### config.mk
export PLATFORM = sky130hd
export DESIGN_NAME = pll_cfg_device_flat
export DESIGN_NICKNAME = d
export VERILOG_FILES = /design/src/rtl/pll_cfg_pkg.sv /design/src/rtl/serial_load_if.sv /design/src/rtl/pll_cfg_device.sv /design/src/rtl/prog_divider.sv /design/src/flat_wrapper.sv
export SDC_FILE = /design/constraint.sdc
export NUM_CORES = 1
export LEC_CHECK = 0
export BUFFER_PORTS_ARGS = -buffer_cell sky130_fd_sc_hd__buf_4
export CORE_ASPECT_RATIO = 1.2
export CORE_MARGIN = 5
export CORE_UTILIZATION = 42
export DETAILED_ROUTE_END_ITERATION = 10
export PLACE_DENSITY = 0.66
export SYNTH_ARGS = -nofsm -noshare
export SYNTH_HDL_FRONTEND = slang
export SYNTH_HIERARCHICAL = 1
export SYNTH_SLANG_ARGS = --single-unit
### constraint.sdc
create_clock -name clock -period 5.4 [get_ports clock]
set_input_delay 0.27 -clock clock [delete_from_list [all_inputs] [get_ports clock]]
set_output_delay 0.27 -clock clock [all_outputs]
set_load 0.01 [all_outputs]
### src/rtl/pll_cfg_pkg.sv
/*
 * Shared constants for the three-wire configuration link of the integer-N
 * clock synthesizer: word layout, latch select codes, field positions.
 * Assumes both ends and the bench import it whole.
 */
package pll_cfg_pkg;
    // =====================================================================
    // word and latch select
    localparam int         WORD_W         = 24;
    localparam logic [1:0] SEL_CONTROL    = 2'h0;
    localparam logic [1:0] SEL_REFERENCE  = 2'h1;
    localparam logic [1:0] SEL_FEEDBACK   = 2'h2;
    localparam logic [1:0] SEL_TEST       = 2'h3;
    localparam int         SEL_LSB        = 0;

    // =====================================================================
    // feedback divider word
    localparam int OUTDIV_LSB   = 2;
    localparam int OUTDIV_W     = 5;
    localparam int FBCOUNT_LSB  = 8;
    localparam int FBCOUNT_W    = 13;
    localparam int FB_GAIN_BIT  = 21;
    localparam int FB_SPARE_LO  = 7;
    localparam int SPARE_HI_A   = 22;
    localparam int SPARE_HI_B   = 23;

    // =====================================================================
    // reference divider word
    localparam int REFCOUNT_LSB = 2;
    localparam int REFCOUNT_W   = 14;
    localparam int ABW_LSB      = 16;
    localparam int LDP_BIT      = 18;
    localparam int TMB_BIT      = 19;
    localparam int BSC_LSB      = 20;
    localparam logic [1:0] BSC_DIV8 = 2'h3;

    // =====================================================================
    // control word
    localparam int CTRL_CNT_RST_BIT = 4;
    localparam int CTRL_HALF_BIT    = 5;
    localparam int CTRL_GAIN_BIT    = 10;
    localparam int CTRL_PD1_BIT     = 20;

    // =====================================================================
    // lock detect
    localparam logic [2:0] LOCK_CYCLES_FINE   = 3'h5;
    localparam logic [2:0] LOCK_CYCLES_COARSE = 3'h3;

    // band select divide ratio from its two-bit code: 1, 2, 4, 8
    function automatic logic [3:0] bsc_ratio(input logic [1:0] code);
        bsc_ratio = 4'h1 << code;
    endfunction : bsc_ratio
endpackage : pll_cfg_pkg

### src/rtl/serial_load_if.sv
/*
 * Three-wire serial load link: serial clock, data and load strobe, all
 * driven by the host. Assumes both ends run on the same system clock.
 */
interface serial_load_if;
    logic serial_clock;
    logic serial_data;
    logic load_strobe;

    modport host   (output serial_clock, output serial_data, output load_strobe);
    modport device (input  serial_clock, input  serial_data, input  load_strobe);
endinterface : serial_load_if

### src/rtl/pll_cfg_device.sv
/*
 * Device end: serial input register, control / reference / feedback / test
 * latches and the digital dividers and lock detect they steer.
 * Assumes link pins are synchronous to clock; clock stands in for the
 * oscillator, ref_tick marks each reference input cycle.
 */
// Contract
// - output divider field sets divided output ratio
// - host writes zero divider when output unused
// - output is divider result or halved
// - host zeroes feedback word spare bits
// - feedback count field is feedback divide value
// - total feedback division equals feedback count
// - feedback word bit 21 selects pump gain
// - pump gain follows latest of two writes
// - select code 01 stores reference word
// - reference count field is reference ratio
// - bits 16-17 set anti-backlash width
// - lock after five or three good cycles
// - test word ignored unless test bit set
// - bits 20-21 divide band-select clock
// - host advised band-select divide of eight
// - host zeroes reference word spare bits
// - 24 bits shift in, strobe transfers
// - select code 00 stores control word
// - power-down holds counters, serial stays live
module pll_cfg_device
    import pll_cfg_pkg::*;
(
    input  wire logic                  clock,
    input  wire logic                  rst,
    serial_load_if.device              link,
    input  wire logic                  ref_tick,
    input  wire logic                  phase_err_ok,
    output logic                       divided_clock_output,
    output logic                       feedback_pulse,
    output logic                       reference_pulse,
    output logic                       band_select_tick,
    output logic                       locked,
    output logic                       power_down,
    output logic                       pump_gain_select,
    output logic [1:0]                 antibacklash_width,
    output logic                       factory_test_active,
    output logic [WORD_W-1:0]          test_word
);
    // =====================================================================
    // serial input register
    logic [WORD_W-1:0] shift_q;
    logic              sclk_prev_q;
    logic              load_prev_q;
    logic              sclk_rise;
    logic              load_rise;

    assign sclk_rise = link.serial_clock && !sclk_prev_q;
    assign load_rise = link.load_strobe && !load_prev_q;

    // edge history; pins are already synchronous so no synchroniser
    always_ff @(posedge clock or posedge rst) begin
        if (rst) begin
            sclk_prev_q <= 1'b0;
            load_prev_q <= 1'b0;
        end else begin
            sclk_prev_q <= link.serial_clock;
            load_prev_q <= link.load_strobe;
        end
    end

    // msb first, one bit per rising serial clock; never gated by power-down
    always_ff @(posedge clock or posedge rst) begin
        if (rst) begin
            shift_q <= '0;
        end else if (sclk_rise) begin
            shift_q <= {shift_q[WORD_W-2:0], link.serial_data};
        end
    end

    logic [1:0] sel;
    assign sel = shift_q[SEL_LSB +: 2];

    // =====================================================================
    // latches
    logic [WORD_W-1:0] control_q;
    logic [WORD_W-1:0] reference_q;
    logic [WORD_W-1:0] feedback_q;
    logic [WORD_W-1:0] test_q;

    // transfer on load strobe rising edge into the selected latch
    always_ff @(posedge clock or posedge rst) begin
        if (rst) begin
            control_q   <= '0;
            reference_q <= '0;
            feedback_q  <= '0;
            test_q      <= '0;
        end else if (load_rise) begin
            unique case (sel)
                SEL_CONTROL:   control_q   <= shift_q;
                SEL_REFERENCE: reference_q <= shift_q;
                SEL_FEEDBACK:  feedback_q  <= shift_q;
                SEL_TEST:      test_q      <= shift_q;
            endcase
        end
    end

    // pump gain: whichever of the two words wrote it last
    always_ff @(posedge clock or posedge rst) begin
        if (rst) begin
            pump_gain_select <= 1'b0;
        end else if (load_rise && sel == SEL_CONTROL) begin
            pump_gain_select <= shift_q[CTRL_GAIN_BIT];
        end else if (load_rise && sel == SEL_FEEDBACK) begin
            pump_gain_select <= shift_q[FB_GAIN_BIT];
        end
    end

    // =====================================================================
    // decoded fields
    logic [OUTDIV_W-1:0]   out_ratio;
    logic [FBCOUNT_W-1:0]  fb_ratio;
    logic [REFCOUNT_W-1:0] ref_ratio;
    logic                  hold_counters;
    logic                  halve_mode;
    logic [2:0]            lock_need;

    assign out_ratio     = feedback_q[OUTDIV_LSB +: OUTDIV_W];
    assign fb_ratio      = feedback_q[FBCOUNT_LSB +: FBCOUNT_W];
    assign ref_ratio     = reference_q[REFCOUNT_LSB +: REFCOUNT_W];
    assign halve_mode    = control_q[CTRL_HALF_BIT];
    assign hold_counters = control_q[CTRL_PD1_BIT] || control_q[CTRL_CNT_RST_BIT];
    assign lock_need     = reference_q[LDP_BIT] ? LOCK_CYCLES_FINE : LOCK_CYCLES_COARSE;

    // registered status copies of the latches
    always_ff @(posedge clock or posedge rst) begin
        if (rst) begin
            power_down          <= 1'b0;
            antibacklash_width  <= 2'h0;
            factory_test_active <= 1'b0;
            test_word           <= '0;
        end else begin
            power_down          <= control_q[CTRL_PD1_BIT];
            antibacklash_width  <= reference_q[ABW_LSB +: 2];
            factory_test_active <= reference_q[TMB_BIT];
            // test latch has no effect while the test bit is clear
            test_word           <= reference_q[TMB_BIT] ? test_q : '0;
        end
    end

    // =====================================================================
    // dividers
    logic out_pulse;
    logic fb_pulse;
    logic ref_pulse;
    logic bsc_pulse;

    // output divider runs off the oscillator; ratio below two is not legal
    prog_divider #(.W(OUTDIV_W)) u_out_div (
        .clock (clock),
        .rst   (rst),
        .hold  (hold_counters),
        .tick  (1'b1),
        .ratio (out_ratio),
        .pulse (out_pulse)
    );

    // feedback division is the count field alone, no prescaler
    prog_divider #(.W(FBCOUNT_W)) u_fb_div (
        .clock (clock),
        .rst   (rst),
        .hold  (hold_counters),
        .tick  (1'b1),
        .ratio (fb_ratio),
        .pulse (fb_pulse)
    );

    prog_divider #(.W(REFCOUNT_W)) u_ref_div (
        .clock (clock),
        .rst   (rst),
        .hold  (hold_counters),
        .tick  (ref_tick),
        .ratio (ref_ratio),
        .pulse (ref_pulse)
    );

    // band select clock: reference output, optionally divided by 2, 4, 8
    prog_divider #(.W(4)) u_bsc_div (
        .clock (clock),
        .rst   (rst),
        .hold  (hold_counters),
        .tick  (ref_pulse),
        .ratio (bsc_ratio(reference_q[BSC_LSB +: 2])),
        .pulse (bsc_pulse)
    );

    // divided output: direct pulse train or a 50% toggle at half the rate
    always_ff @(posedge clock or posedge rst) begin
        if (rst) begin
            divided_clock_output <= 1'b0;
        end else if (hold_counters || out_ratio == '0) begin
            divided_clock_output <= 1'b0;
        end else if (halve_mode) begin
            divided_clock_output <= divided_clock_output ^ out_pulse;
        end else begin
            divided_clock_output <= out_pulse;
        end
    end

    always_ff @(posedge clock or posedge rst) begin
        if (rst) begin
            feedback_pulse   <= 1'b0;
            reference_pulse  <= 1'b0;
            band_select_tick <= 1'b0;
        end else begin
            feedback_pulse   <= fb_pulse;
            reference_pulse  <= ref_pulse;
            band_select_tick <= bsc_pulse;
        end
    end

    // =====================================================================
    // lock detect
    logic [2:0] good_q;

    // consecutive good reference cycles; one bad cycle starts over
    always_ff @(posedge clock or posedge rst) begin
        if (rst) begin
            good_q <= 3'h0;
            locked <= 1'b0;
        end else if (hold_counters) begin
            good_q <= 3'h0;
            locked <= 1'b0;
        end else if (ref_pulse) begin
            if (!phase_err_ok) begin
                good_q <= 3'h0;
                locked <= 1'b0;
            end else begin
                if (good_q < lock_need) begin
                    good_q <= good_q + 3'h1;
                end
                locked <= (good_q + 3'h1 >= lock_need);
            end
        end
    end
endmodule : pll_cfg_device

### src/rtl/prog_divider.sv
/*
 * Programmable terminal counter: one-cycle pulse every ratio ticks.
 * Assumes ratio is held stable by the owner; hold forces the load state.
 */
module prog_divider
    import pll_cfg_pkg::*;
#(
    parameter int W = 8
) (
    input  wire logic         clock,
    input  wire logic         rst,
    input  wire logic         hold,
    input  wire logic         tick,
    input  wire logic [W-1:0] ratio,
    output logic              pulse
);
    logic [W-1:0] count_q;

    // count up to ratio-1; ratio zero means stopped
    always_ff @(posedge clock or posedge rst) begin
        if (rst) begin
            count_q <= '0;
            pulse   <= 1'b0;
        end else if (hold || ratio == '0) begin
            count_q <= '0;
            pulse   <= 1'b0;
        end else if (tick) begin
            pulse <= (count_q == ratio - W'(1));
            if (count_q >= ratio - W'(1)) begin
                count_q <= '0;  // also recovers if ratio shrank mid-count
            end else begin
                count_q <= count_q + W'(1);
            end
        end else begin
            pulse <= 1'b0;
        end
    end
endmodule : prog_divider

### src/flat_wrapper.sv
// flat-port wrapper written by rule: the top's interface ports become plain ports
module pll_cfg_device_flat import pll_cfg_pkg::*;
  (clock, rst, ref_tick, phase_err_ok, divided_clock_output, feedback_pulse, reference_pulse, band_select_tick, locked, power_down, pump_gain_select, antibacklash_width, factory_test_active, test_word, link_serial_clock, link_serial_data, link_load_strobe);
  serial_load_if link_i ();
  input  wire logic clock;
  input  wire logic rst;
  input  wire logic ref_tick;
  input  wire logic phase_err_ok;
  output logic divided_clock_output;
  output logic feedback_pulse;
  output logic reference_pulse;
  output logic band_select_tick;
  output logic locked;
  output logic power_down;
  output logic pump_gain_select;
  output logic [1:0] antibacklash_width;
  output logic factory_test_active;
  output logic [WORD_W-1:0] test_word;
  input wire logic [$bits(link_i.serial_clock)-1:0] link_serial_clock;
  input wire logic [$bits(link_i.serial_data)-1:0] link_serial_data;
  input wire logic [$bits(link_i.load_strobe)-1:0] link_load_strobe;
  assign link_i.serial_clock = link_serial_clock;
  assign link_i.serial_data = link_serial_data;
  assign link_i.load_strobe = link_load_strobe;
  pll_cfg_device u_core (.clock(clock), .rst(rst), .link(link_i), .ref_tick(ref_tick), .phase_err_ok(phase_err_ok), .divided_clock_output(divided_clock_output), .feedback_pulse(feedback_pulse), .reference_pulse(reference_pulse), .band_select_tick(band_select_tick), .locked(locked), .power_down(power_down), .pump_gain_select(pump_gain_select), .antibacklash_width(antibacklash_width), .factory_test_active(factory_test_active), .test_word(test_word));
endmodule
==> out/qor.json <==
{
  "outcome": {"value": "complete, no violations"},
  "clk_pin_slew": {"value": 0.07, "unit": "ns"},
  "number_of_global_route_vias_before_repair": {"value": 5598},
  "layout_commonest_cell": {"value": "dfrtp_1"},
  "ys_seq_elements": {"value": 168},
  "worst_ep_required_time": {"value": 5.77, "unit": "ns"},
  "routed-via-count": {"value": 5242},
  "number_of_stages_on_the_worst_hold_path": {"value": 2},
  "htree_num_levels": {"value": 4},
  "drt_pre_antenna_iters": {"value": 4},
  "drc_errors": {"value": 0},
  "timing.final.max_slew_violations": {"value": 0},
  "synth-edff-count": {"value": 0},
  "final.fill_count": {"value": 1774},
  "cell_internal_pwr": {"value": 0.002824, "unit": "W"},
  "drt_iter0_drcs": {"value": 218},
  "final_setup_violation_count": {"value": 0},
  "fin_setup_tns": {"value": 0, "unit": "ns"},
  "dieArea": {"value": 22970, "unit": "sq um"},
  "yosysUniqueCellTypes": {"value": 76},
  "placement.io_buffers": {"value": 40},
  "place_hpwl": {"value": 11.42, "unit": "mm"},
  "antenna_cells_inserted": {"value": 0},
  "ctsLongestPathBuffers": {"value": 2},
  "post_route_cells_drive_above_1_share": {"value": 25.43, "unit": "%"},
  "p_sw": {"value": 0.001569, "unit": "W"},
  "async_reset_ff_share": {"value": 100.0, "unit": "%"},
  "cellPowerDensity": {"value": 455.2, "unit": "nW/um^2"},
  "rr_worst_depth": {"value": 11},
  "min_delay_src": {"value": "link_serial_data"},
  "vdd_drop_max": {"value": 0.2796, "unit": "mV"},
  "startpoint_type": {"value": "flop"},
  "hold_path_class": {"value": "in2reg"},
  "std_cell_rows": {"value": 56},
  "pre_cts_slack": {"value": 2.043, "unit": "ns"},
  "synth_warnings": {"value": 6},
  "grt_first_pass_wirelength": {"value": 28.32, "unit": "mm"},
  "hold_end": {"value": "u_core/shift_q[0]"},
  "grt_start_max_net_pins": {"value": 67},
  "route.detailed.vias_per_inst": {"value": 5.119},
  "flow.area_growth_from_synthesis": {"value": 14.76, "unit": "%"},
  "cts_inserted_buffers": {"value": 17},
  "mean_instance_size_in_the_synthesized_netlist": {"value": 12.19, "unit": "sq um"},
  "worst-slew-pin-transition": {"value": 0.8162, "unit": "ns"},
  "synth_top_area_cell": {"value": "dfrtp_1"},
  "route.final.wire_length": {"value": 16.08, "unit": "mm"},
  "grt_busiest_layer": {"value": "met2"},
  "clkLatencyLatePin": {"value": 0.43, "unit": "ns"},
  "fin_total_pwr": {"value": 0.004394, "unit": "W"},
  "cp_data_arrival_time": {"value": 3.71, "unit": "ns"},
  "top_level_ports": {"value": 41},
  "grt_antenna_before_repair": {"value": 0},
  "max_freq": {"value": 299.4, "unit": "MHz"},
  "regToRegEndpoint": {"value": "u_core/u_ref_div/count_q[9]"},
  "slew_headroom": {"value": 45.59, "unit": "%"},
  "crit_path_max_fanout": {"value": 11},
  "grtUsageMet2": {"value": 26.71, "unit": "%"},
  "drt-wirelength-per-cell": {"value": 15.70, "unit": "um"},
  "cts_sinks": {"value": 168},
  "globalRoute.totalOverflow": {"value": 0},
  "synth_top_area_share": {"value": 49.99, "unit": "%"},
  "grt_setup_unrepaired": {"value": "no"},
  "post_cts_resize_count": {"value": 0},
  "combinational_cell_fraction_of_total_power": {"value": 30.9, "unit": "%"},
  "synth.yosys.seq_area_share": {"value": 49.99, "unit": "%"},
  "endpoint_type_of_the_worst_setup_path": {"value": "flop"},
  "nets": {"value": 806},
  "synth_area": {"value": 8411, "unit": "sq um"},
  "power.share.clock": {"value": 28.5, "unit": "%"},
  "die_w": {"value": 139.2, "unit": "um"},
  "number_of_max_cap_violations": {"value": 0},
  "final.period_utilization": {"value": 61.85, "unit": "%"},
  "gp_congestion": {"value": 0.8259},
  "hold_viol": {"value": 0},
  "clock-root-buffer": {"value": "clkbuf_16"},
  "groute.layer.met3.usage": {"value": 2.751, "unit": "%"},
  "synth_area_leaders": {"value": "dfrtp_1 50%, mux2_2 9.9%, ha_1 7.3%"},
  "initial_core_util": {"value": 42.87, "unit": "%"},
  "most-common-layout-cells": {"value": "168 x dfrtp_1, 74 x mux2_2, 49 x ha_1"},
  "finalClockSkew": {"value": 0.01898, "unit": "ns"},
  "die_height": {"value": 165.0, "unit": "um"},
  "globalRouteTotalUtil": {"value": 15.15, "unit": "%"},
  "leakage_power": {"value": 4.595, "unit": "nW"},
  "regToRegSetupSlack": {"value": 2.06, "unit": "ns"},
  "grt_util_met1": {"value": 18.40, "unit": "%"},
  "postSynthCellCount": {"value": 690},
  "final.setup.worst_slack": {"value": 2.060, "unit": "ns"},
  "core_area": {"value": 19620, "unit": "sq um"},
  "cts_tree": {"value": "yes"},
  "power_share_of_the_sequential_group": {"value": 40.6, "unit": "%"},
  "antenna_left": {"value": 0},
  "dominantRegCellSynth": {"value": "dfrtp_1"},
  "timing.final.crit_period": {"value": 3.340, "unit": "ns"},
  "timing.rr.start": {"value": "u_core/reference_q[2]"},
  "power_switching_share": {"value": 35.72, "unit": "%"},
  "critPathKind": {"value": "reg2reg"}
}
flip-flops by register name, summed over array words and instances, names as in the netlist, 4 cells and up:
signal	count
u_core/u_bsc_div/count_q	4
u_core/u_out_div/count_q	5
u_core/feedback_q	18
u_core/reference_q	20
u_core/u_ref_div/count_q	14
u_core/u_fb_div/count_q	13
u_core/test_q	24
u_core/test_word	24
u_core/shift_q	24
final cells by class:
| type | count | area, sq um | area share [%] |
|---|---|---|---|
| clock buffers | 17 | 425.4 | 4.408 |
| clock inverters | 15 | 207.7 | 2.152 |
| inverters | 24 | 92.59 | 0.9593 |
| multi-input cells | 492 | 4035 | 41.81 |
| flip-flops and latches | 168 | 4204 | 43.56 |
| well taps | 261 | 326.6 | 3.383 |
| repair buffers | 47 | 360.3 | 3.733 |
worst max-delay path by stage:
stage,startpoint,to,slack (ns),depth (start not counted)
finish,u_core/reference_q[2],u_core/u_ref_div/count_q[9],2.06,11
floorplan,rst,u_core/antibacklash_width[0],1.72,1
global route,u_core/reference_q[4],u_core/u_ref_div/count_q[11],1.61,11
detailed placement,u_core/reference_q[2],u_core/u_ref_div/count_q[9],2.04,11
global placement,u_core/reference_q[2],u_core/u_ref_div/count_q[0],2.11,11
CTS,u_core/reference_q[2],u_core/u_ref_div/count_q[9],2.02,11
synth_stat cells (all sizes together), types with 11 or more instances:
cell / number
xnor2: 27
nor3: 13
and2: 35
dfrtp: 168
nand2: 46
a21oi: 18
ha: 49
xor2: 20
nand4: 18
nand2b: 13
mux2: 87
inv: 24
o21ai: 11
nand3: 19
nor4: 12
nor2: 34
cell families (layout without fill, tap and decap cells):
group | after synthesis | count (layout) | share of synthesized area (%)
and+or+nand+nor | 232 | 232 | 16.96
adders and majority gates | 49 | 49 | 7.290
buffers and inverters | 38 | 103 | 2.395
other | 1 | 9 | 0.04459
DFF | 168 | 168 | 49.99
xor gates and xnor gates | 47 | 47 | 4.894
muxes | 89 | 89 | 12.33
AOI/OAI and AO/OA | 66 | 66 | 6.100
worst max-delay path, stage by stage (launching register included):
cell and delay (ns):
dfrtp_1 0.41, nor4_1 0.55, nand2_1 0.19, nor3b_1 0.27
xnor2_1 0.15, ha_1 0.29, nand4_2 0.16, nor4_4 0.07
a2111oi_2 0.33, nand3_1 0.12, a21oi_1 0.52, and2_1 0.22
metrics by stage:
| stage | hold slack, ns | utilization, % | cell area, sq um | cells |
|---|---|---|---|---|
| floorplan | 0.04852 | - | 8441 | 698 |
| finish | 0.08646 | 49.20 | 9652 | 1024 |
| CTS | 0.06598 | 49.20 | 9652 | 1024 |
| global route | 0.06645 | 49.20 | 9652 | 1024 |
| detailed placement | 0.2478 | 45.82 | 8989 | 989 |
| global placement | 0.2495 | 45.82 | 8989 | 989 |
metal layers:
layer	share of wire, %	up-vias
met4	2.1	0
met1	44	2587
met2	52	63
met3	2.2	23
met5	0	-
li1	-	2569
repair_timing:
item | CTS | global route
hold endpoints to repair | 42 | 0
setup endpoints to repair | 0 | 0
buffers inserted | 0 | 0
hold buffers | 3 | 0
power by group through the flow:
stage	combinational [W]	clock (W)	sequential, W
2_1_floorplan	0.00114	0	0.00170
3_3_place_gp	0.00133	0	0.00180
3_5_place_dp	0.00136	0	0.00181
4_1_cts	0.00137	0.00129	0.00179
5_1_grt	0.00154	0.00135	0.00182
6_report	0.00136	0.00125	0.00178
Note: power is estimated with default switching activity, not from simulation.
